**config.mk**
```make
export PLATFORM = sky130hd
export DESIGN_NAME = dbglk_top
export DESIGN_NICKNAME = d
export VERILOG_FILES = /design/src/dbglk_pkg.sv /design/src/dbglk_top.sv /design/src/dbglk_vote.sv
export SDC_FILE = /design/constraint.sdc
export NUM_CORES = 1
export LEC_CHECK = 0
export ABC_AREA = 1
export BUFFER_PORTS_ARGS = -buffer_cell sky130_fd_sc_hd__buf_4
export CORE_ASPECT_RATIO = 2
export CORE_UTILIZATION = 38
export CTS_CLUSTER_DIAMETER = 150
export CTS_CLUSTER_SIZE = 25
export DETAILED_ROUTE_END_ITERATION = 6
export GPL_ROUTABILITY_DRIVEN = 0
export PLACE_DENSITY = 0.72
export RECOVER_POWER = 100
export SYNTH_ARGS = -nofsm -noshare
export SYNTH_HDL_FRONTEND = slang
export SYNTH_SLANG_ARGS = --single-unit
```
**constraint.sdc**
```tcl
create_clock -name clock -period 8.54 [get_ports clock]
set_input_delay 2.135 -clock clock [delete_from_list [all_inputs] [get_ports clock]]
set_output_delay 2.135 -clock clock [all_outputs]
set_load 0.01 [all_outputs]
```
**src/dbglk_pkg.sv**
```systemverilog
// package for the debug lock latch block
package dbglk_pkg;
  localparam int DBGLK_KEY_W = 32;
  localparam int DBGLK_MATCH_MIN = 28;
  localparam int DBGLK_CNT_W = 6;
  localparam int DBGLK_BLK_N = 8;
  // lock pattern value is arbitrary, not the part's real key
  localparam logic [31:0] DBGLK_LOCK_PATTERN = 32'hA5C3_3C5A;
  localparam logic [31:0] DBGLK_KEY_RST = 32'h0000_0000;
  localparam logic [1:0] DBGLK_PROT_RST = 2'h0;
  localparam int DBGLK_SETTLE_CYC = 2;

  typedef enum logic [1:0] {
    DBGLK_ST_RESET = 2'b00,
    DBGLK_ST_SAMPLE = 2'b01,
    DBGLK_ST_RUN = 2'b11
  } dbglk_state_e;

  typedef struct packed {
    logic key_wr;
    logic [31:0] key_data;
    logic commit;
    logic erase_all;
    logic prot_raise;
    logic [1:0] prot_level;
  } dbglk_host_req_s;

  typedef struct packed {
    logic locked;
    logic port_enable;
    logic key_wr_ok;
    logic key_wr_rej;
    logic [31:0] latch_rd;
    logic [1:0] prot_level;
  } dbglk_status_s;
endpackage

```
**src/dbglk_top.sv**
```systemverilog
// debug lock latch top: key latch, nonvolatile cells, reset sampling
// Function
// - latch holds 32 bits; lock when at least 28 match the pattern
// - locked part disables test, programming and debug ports; protection raise and latch readback stay available
// - locked part refuses any erase or change of latch contents
// - latch output is only evaluated at reset to decide access
// - lock needs key loaded, committed to cells, then a reset
// - key write accepted only while no flash protection is set
// - access stays granted after key write until next reset
// - latch contents readable through the serial debug port
// - protection may be raised anytime, cleared only by full erase or by reset
// - per block erase/program/verify only when block setting allows
// - full device erase then whole device program and verify
`timescale 1ns/10ps
module dbglk_top
  import dbglk_pkg::*;
#(
  parameter int BLK_N = DBGLK_BLK_N
) (
  input wire logic clock,
  input wire logic rst_n,
  input wire dbglk_host_req_s host_req,
  input wire logic blk_op_req,
  input wire logic [$clog2(BLK_N)-1:0] blk_sel,
  input wire logic [BLK_N-1:0] blk_allow,
  input wire logic [DBGLK_KEY_W-1:0] nv_cell_init,
  output dbglk_status_s status,
  output logic blk_op_grant,
  output logic full_erase_grant,
  output logic nv_cell_wr,
  output logic [DBGLK_KEY_W-1:0] nv_cell_wdata
);
  dbglk_state_e state_reg;
  logic [DBGLK_KEY_W-1:0] vol_key_reg;
  logic [DBGLK_KEY_W-1:0] nv_key_reg;
  logic [1:0] prot_reg;
  logic locked_reg;
  logic ok_reg;
  logic rej_reg;
  logic commit_reg;
  logic vote;
  logic loaded_reg;
  logic wr_ok;
  logic wr_req;
  logic commit_ok;

  dbglk_vote #(
    .KEY_W(DBGLK_KEY_W),
    .MATCH_MIN(DBGLK_MATCH_MIN)
  ) u_vote (
    .bits(nv_key_reg),
    .pattern(DBGLK_LOCK_PATTERN),
    .match(vote)
  );

  // sequencer: reset, one sample cycle, run
  always_ff @(posedge clock or negedge rst_n) begin
    if (!rst_n) begin
      state_reg <= DBGLK_ST_RESET;
    end else begin
      unique case (state_reg)
        DBGLK_ST_RESET: state_reg <= DBGLK_ST_SAMPLE;
        DBGLK_ST_SAMPLE: state_reg <= DBGLK_ST_RUN;
        DBGLK_ST_RUN: state_reg <= DBGLK_ST_RUN;
        default: state_reg <= DBGLK_ST_RESET;
      endcase
    end
  end

  // nonvolatile cells are read into the shadow after reset release
  always_ff @(posedge clock or negedge rst_n) begin
    if (!rst_n) begin
      nv_key_reg <= DBGLK_KEY_RST;
      loaded_reg <= 1'b0;
    end else if (!loaded_reg) begin
      nv_key_reg <= nv_cell_init;
      loaded_reg <= 1'b1;
    end
  end

  // sample vote only once at reset
  always_ff @(posedge clock or negedge rst_n) begin
    if (!rst_n) begin
      locked_reg <= 1'b1;
    end else if (state_reg == DBGLK_ST_SAMPLE) begin
      locked_reg <= vote;
    end
  end

  wire run = (state_reg == DBGLK_ST_RUN);
  wire port_en = run && !locked_reg;

  assign wr_req = host_req.key_wr && run;
  // write allowed only unlocked and unprotected
  assign wr_ok = wr_req && !locked_reg && (prot_reg == DBGLK_PROT_RST);

  // key loaded to volatile storage first
  always_ff @(posedge clock or negedge rst_n) begin
    if (!rst_n) begin
      vol_key_reg <= DBGLK_KEY_RST;
      ok_reg <= 1'b0;
      rej_reg <= 1'b0;
    end else begin
      ok_reg <= wr_ok;
      rej_reg <= wr_req && !wr_ok;
      if (wr_ok) begin
        vol_key_reg <= host_req.key_data;
      end
    end
  end

  // commit refused while locked or protected
  assign commit_ok = port_en && host_req.commit &&
                     (prot_reg == DBGLK_PROT_RST);

  // commit volatile key to the cells
  always_ff @(posedge clock or negedge rst_n) begin
    if (!rst_n) begin
      commit_reg <= 1'b0;
      nv_cell_wdata <= DBGLK_KEY_RST;
    end else begin
      commit_reg <= commit_ok;
      if (commit_ok) begin
        nv_cell_wdata <= vol_key_reg;
      end
    end
  end
  assign nv_cell_wr = commit_reg;

  // raise anytime, clear only by full erase or by reset
  always_ff @(posedge clock or negedge rst_n) begin
    if (!rst_n) begin
      prot_reg <= DBGLK_PROT_RST;
    end else if (port_en && host_req.erase_all) begin
      prot_reg <= DBGLK_PROT_RST;
    end else if (run && host_req.prot_raise &&
                 host_req.prot_level > prot_reg) begin
      prot_reg <= host_req.prot_level;
    end
  end

  // ports open unless locked at reset
  always_comb begin
    status = '0;
    status.locked = locked_reg;
    status.port_enable = port_en;
    status.key_wr_ok = ok_reg;
    status.key_wr_rej = rej_reg;
    status.latch_rd = nv_key_reg;
    status.prot_level = prot_reg;
  end

  // block operation gated by block setting
  assign blk_op_grant = port_en && blk_op_req && blk_allow[blk_sel];
  assign full_erase_grant = port_en && host_req.erase_all;

  // checks on lock decision, gating and key path
  a_lock_stable: assert property (
    @(posedge clock) disable iff (!rst_n)
    $past(state_reg) == DBGLK_ST_RUN |-> $stable(locked_reg))
    else $error("lock changed during run");
  a_ports_off: assert property (
    @(posedge clock) disable iff (!rst_n)
    locked_reg |-> !status.port_enable && !blk_op_grant)
    else $error("port open while locked");
  a_wr_reject: assert property (
    @(posedge clock) disable iff (!rst_n)
    wr_req && (locked_reg || prot_reg != DBGLK_PROT_RST) |=> rej_reg)
    else $error("bad key write not rejected");
  a_key_kept: assert property (
    @(posedge clock) disable iff (!rst_n)
    locked_reg |=> $stable(vol_key_reg) && !nv_cell_wr)
    else $error("latch altered while locked");
  a_prot_clear: assert property (
    @(posedge clock) disable iff (!rst_n)
    $fell(|prot_reg) |-> $past(full_erase_grant))
    else $error("protection cleared without erase");
  a_sample_vote: assert property (
    @(posedge clock) disable iff (!rst_n)
    state_reg == DBGLK_ST_SAMPLE |=> locked_reg == $past(vote))
    else $error("lock not taken from vote");
  a_blk_gate: assert property (
    @(posedge clock) disable iff (!rst_n)
    blk_op_grant |-> blk_allow[blk_sel])
    else $error("block op granted against setting");
  a_open_after_wr: assert property (
    @(posedge clock) disable iff (!rst_n)
    ok_reg |-> status.port_enable)
    else $error("access lost after key write");
  a_closed_boot: assert property (
    @(posedge clock) disable iff (!rst_n)
    state_reg != DBGLK_ST_RUN |-> locked_reg && !status.port_enable)
    else $error("access open before lock decision");
  a_cells_load: assert property (
    @(posedge clock) disable iff (!rst_n)
    state_reg == DBGLK_ST_SAMPLE |-> nv_key_reg == $past(nv_cell_init))
    else $error("cells not read at reset");
  a_wr_accept: assert property (
    @(posedge clock) disable iff (!rst_n)
    wr_req && !locked_reg && prot_reg == DBGLK_PROT_RST |=>
    status.key_wr_ok && vol_key_reg == $past(host_req.key_data))
    else $error("good key write not taken");
  a_commit_key: assert property (
    @(posedge clock) disable iff (!rst_n)
    run && !locked_reg && host_req.commit &&
    prot_reg == DBGLK_PROT_RST |=>
    nv_cell_wr && nv_cell_wdata == $past(vol_key_reg))
    else $error("commit did not program the key");
  a_commit_refused: assert property (
    @(posedge clock) disable iff (!rst_n)
    locked_reg || prot_reg != DBGLK_PROT_RST |=> !nv_cell_wr)
    else $error("cells written while locked or protected");
  a_prot_raise: assert property (
    @(posedge clock) disable iff (!rst_n)
    run && host_req.prot_raise && !host_req.erase_all &&
    host_req.prot_level > prot_reg |=>
    prot_reg == $past(host_req.prot_level))
    else $error("protection raise lost");
  a_prot_hold: assert property (
    @(posedge clock) disable iff (!rst_n)
    $changed(prot_reg) |->
    $past(full_erase_grant) || prot_reg > $past(prot_reg))
    else $error("protection lowered without erase");
  a_erase_clear: assert property (
    @(posedge clock) disable iff (!rst_n)
    full_erase_grant |=> prot_reg == DBGLK_PROT_RST)
    else $error("full erase left protection set");

  // main scenarios
  c_locked: cover property (@(posedge clock) run && locked_reg);
  c_commit: cover property (@(posedge clock) nv_cell_wr);
  c_reject: cover property (@(posedge clock) rej_reg);
  c_accept: cover property (@(posedge clock) status.key_wr_ok);
  c_erase: cover property (@(posedge clock)
    full_erase_grant && prot_reg != DBGLK_PROT_RST);
endmodule // dbglk_top

```
**src/dbglk_vote.sv**
```systemverilog
// threshold vote of stored key bits against the lock pattern
`timescale 1ns/10ps
module dbglk_vote
  import dbglk_pkg::*;
#(
  parameter int KEY_W = DBGLK_KEY_W,
  parameter int MATCH_MIN = DBGLK_MATCH_MIN
) (
  input wire logic [KEY_W-1:0] bits,
  input wire logic [KEY_W-1:0] pattern,
  output logic match
);
  logic [KEY_W-1:0] eq;
  logic [DBGLK_CNT_W-1:0] cnt;

  assign eq = ~(bits ^ pattern);

  always_comb begin
    cnt = '0;
    for (int i = 0; i < KEY_W; i++) begin
      cnt = cnt + DBGLK_CNT_W'(eq[i]);
    end
  end

  assign match = (cnt >= DBGLK_CNT_W'(MATCH_MIN));
endmodule // dbglk_vote

```
==> metrics.yaml <==
run_status:
  status: "finished with violations"
  violations: "max-capacitance violations, max-slew violations"
global_routing:
  overflow: 0
  antenna_found_initial: 0
  grt_pass1_wl_um: 18100
  grt_pass1_vias: 3827
  grtUsageMet1_pct: 18.2
  track_usage_pct: 16.8
  groute.layer.met3.usage_pct: 3.75
  grt_max_degree: 66
  grtUsageMet2_pct: 31.5
  grt_busiest_layer: "met2"
setup_path:
  arrival_ps: 5490
  regToRegSetupSlack_ps: 3320
  cp_slowest_cell: "fa_1"
  crit_buf_inv: 7
  crit_family: "adder cells"
  path_class: "reg -> reg"
  path_max_fanout: 2
  critical_path_required_ps: 8810
  r2r_cells: 23
  cp-start-kind: "flop"
  timing.rr.start: "nv_key_reg[0]$_DFFE_PN0N_"
  critical_path.max_stage_delay_ps: 520
  cp_common_cell: "fa_1"
  end_kind: "flop"
  r2r_end: "locked_reg$_DFFE_PN1N_"
  worst-path-stages: 23
  worstPathCellList: "inv_1, ha_1, fa_1, inv_1, fa_1, inv_1, fa_1, fa_1, inv_1, fa_1, inv_1, fa_1, inv_1, fa_1, inv_1, fa_1, nand2_1, nand2_1, o21ai_0, nand2_1, nand2_1, nand2_1, a21oi_1"
logic_synthesis:
  yosysUniqueCellTypes: 28
  netlist_instances: 448
  synth_nets: 566
  yosysWarnings: 0
  synth_ff_type: "dfrtp_1"
  synth_edf_count: 0
  synth_area_sq_mm: 0.00503
  synth-seq-cells: 105
  ys_seq_area_share_pct: 52.3
  avgSynthCellArea_sq_um: 11.2
  synthArstFlopShare_pct: 100
routing:
  dr.pass1.iters: 6
  viasPerCell: 4.75
  drtIter0Drc: 90
  routed-via-count: 3578
  routed_wl_um: 11000
  ant_nets: 0
  wl_per_cell_um: 14.6
  drc: 0
timing:
  setup-violations-final: 0
  drv_slew: 147
  relSlewSlack_pct: -129
  hold_viol: 0
  setup_ws_ps: 3320
  rsz0062_at_grt: "no"
  finClkSkew_ps: 10.2
  finalCriticalPeriod_ps: 5220
  timing.final.crit_share_pct: 61.1
  tightest_slew_ps: 3430
  fmax_mhz: 192
  timing.setup.tns_ps: 0
clock_network:
  cts-resized-gates: 0
  clock_path_buffers: 2
  insertion_delay_ps: 340
  cts_made_buffers: 9
  clk_pin_slew_ps: 70
  h-tree-depth: 3
  cts_root_buf: "clkbuf_16"
  post-cts-setup-buffer-count: 0
  cts_tree: "built"
  hold_buffers: 0
  cts_sinks: 105
power:
  leakagePower_uw: 0.00296
  combinationalPowerShare_pct: 53.6
  p_per_area_mw_per_mm2: 407
  intPower_uw: 1410
  power_frac_seq_pct: 30.5
  switchingPower_uw: 1080
  switching_share_pct: 43.4
  p_clk_share_pct: 15.9
  irDropWorstVdd_v: 0.000232
floorplanning:
  coreArea_sq_mm: 0.0129
  chipHeight_um: 165
  pin_count: 157
  initial_core_util_pct: 38.9
  dieWidth_um: 83.3
  rows: 59
  die_area_sq_mm: 0.0137
placed_design:
  placed_area_sq_mm: 0.00624
  place_hpwl_um: 8460
  numPortBuffers: 156
  place_worst_setup_slack_ps: 3360
min_path:
  holdPathStages: 0
  min_path_type: "reg -> reg"
  min_from: "state_reg[0]$_DFF_PN0_"
  hold_end: "state_reg[1]$_DFF_PN0_"
final_layout:
  syn_to_final_growth_pct: 21.8
  layout_common_cells: "dfrtp_1, inv_1, clkbuf_1"
  num_antenna_cells: 0
  layout_commonest_cell: "dfrtp_1"
  drive_gt1_share_pct: 22.1
  fin_nets: 714
  fin_area_sq_mm: 0.00612
flow_run:
  cap_violations: 3
## area by class of cell
class,instances,area [sq um]
Clock buffer,9,225
Clock inverter,7,58.8
Fill cell,1288,6790
Inverter,76,287
Multi-Input combinational cell,246,1820
Sequential cell,105,2630
Tap cell,152,190
Timing Repair Buffer,158,912
## per-layer routing
metal  up-vias  wire length (um)
met5         -                 0
met4         0               272
met3        17               476
met2       111              6230
met1      1760              4010
li1       1690                 -
## worst reg2reg max path, stage by stage, from the launching register on
cell     delay, ps
dfrtp_1        360
inv_1           60
ha_1           300
fa_1           480
inv_1           50
fa_1           490
inv_1           50
fa_1           470
fa_1           520
inv_1           50
fa_1           490
inv_1           50
fa_1           450
inv_1           90
fa_1           180
inv_1           70
fa_1           460
nand2_1         80
nand2_1         70
o21ai_0         80
nand2_1         70
nand2_1         60
nand2_1         50
a21oi_1        110
## worst max-delay path by stage
stage | slack [ps] | endpoint | startpoint
detailed placement | 3360 | locked_reg$_DFFE_PN1N_ | nv_key_reg[0]$_DFFE_PN0N_
global placement | 3500 | locked_reg$_DFFE_PN1N_ | nv_key_reg[0]$_DFFE_PN0N_
floorplan | 3530 | locked_reg$_DFFE_PN1N_ | nv_key_reg[0]$_DFFE_PN0N_
global route | 2950 | locked_reg$_DFFE_PN1N_ | nv_key_reg[0]$_DFFE_PN0N_
finish | 3320 | locked_reg$_DFFE_PN1N_ | nv_key_reg[0]$_DFFE_PN0N_
CTS | 3300 | locked_reg$_DFFE_PN1N_ | nv_key_reg[0]$_DFFE_PN0N_
## synth_stat cells (2+ instances only)
| master | number | area (sq um) |
|---|---|---|
| dfrtp_1 | 104 | 2600 |
| inv_1 | 75 | 282 |
| nor2_1 | 49 | 184 |
| a21oi_1 | 43 | 215 |
| nand2_1 | 39 | 146 |
| fa_1 | 24 | 480 |
| mux2_4 | 24 | 360 |
| o21ai_0 | 24 | 120 |
| mux2_2 | 17 | 191 |
| ha_1 | 10 | 125 |
| buf_4 | 7 | 52.6 |
| buf_2 | 5 | 25.0 |
| clkbuf_1 | 4 | 15.0 |
| nand2_2 | 4 | 25.0 |
| buf_6 | 3 | 33.8 |
| nand3_1 | 3 | 15.0 |
| nor2_8 | 2 | 40.0 |
## kinds of logic after synthesis
family	synth area share, %
AOI/OAI and AO/OA	6.97
xor gates and xnor gates	0.174
adders and majority gates	12.0
buffers and inverters	8.91
DFF	52.3
muxes	11.0
other	0.0746
and+or+nand+nor	8.56
## per-stage QoR
stage / utilization, % / hold slack (ps) / power [uW] / std cells
CTS: 50.5 / 480 / 2670 / 753
finish: 47.4 / 475 / 2490 / 753
floorplan: - / 475 / 1790 / 448
global placement: 48.3 / 447 / 2110 / 737
global route: 47.4 / 493 / 2760 / 753
detailed placement: 48.3 / 461 / 2240 / 737
## power groups by stage
stage / clock (uW) / combinational [uW] / sequential [uW]
3_3_place_gp: 0 / 1340 / 767
3_5_place_dp: 0 / 1460 / 779
4_1_cts: 413 / 1480 / 770
5_1_grt: 433 / 1540 / 781
6_report: 396 / 1340 / 760
2_1_floorplan: 0 / 988 / 800
(Power assumes the default switching activity.)
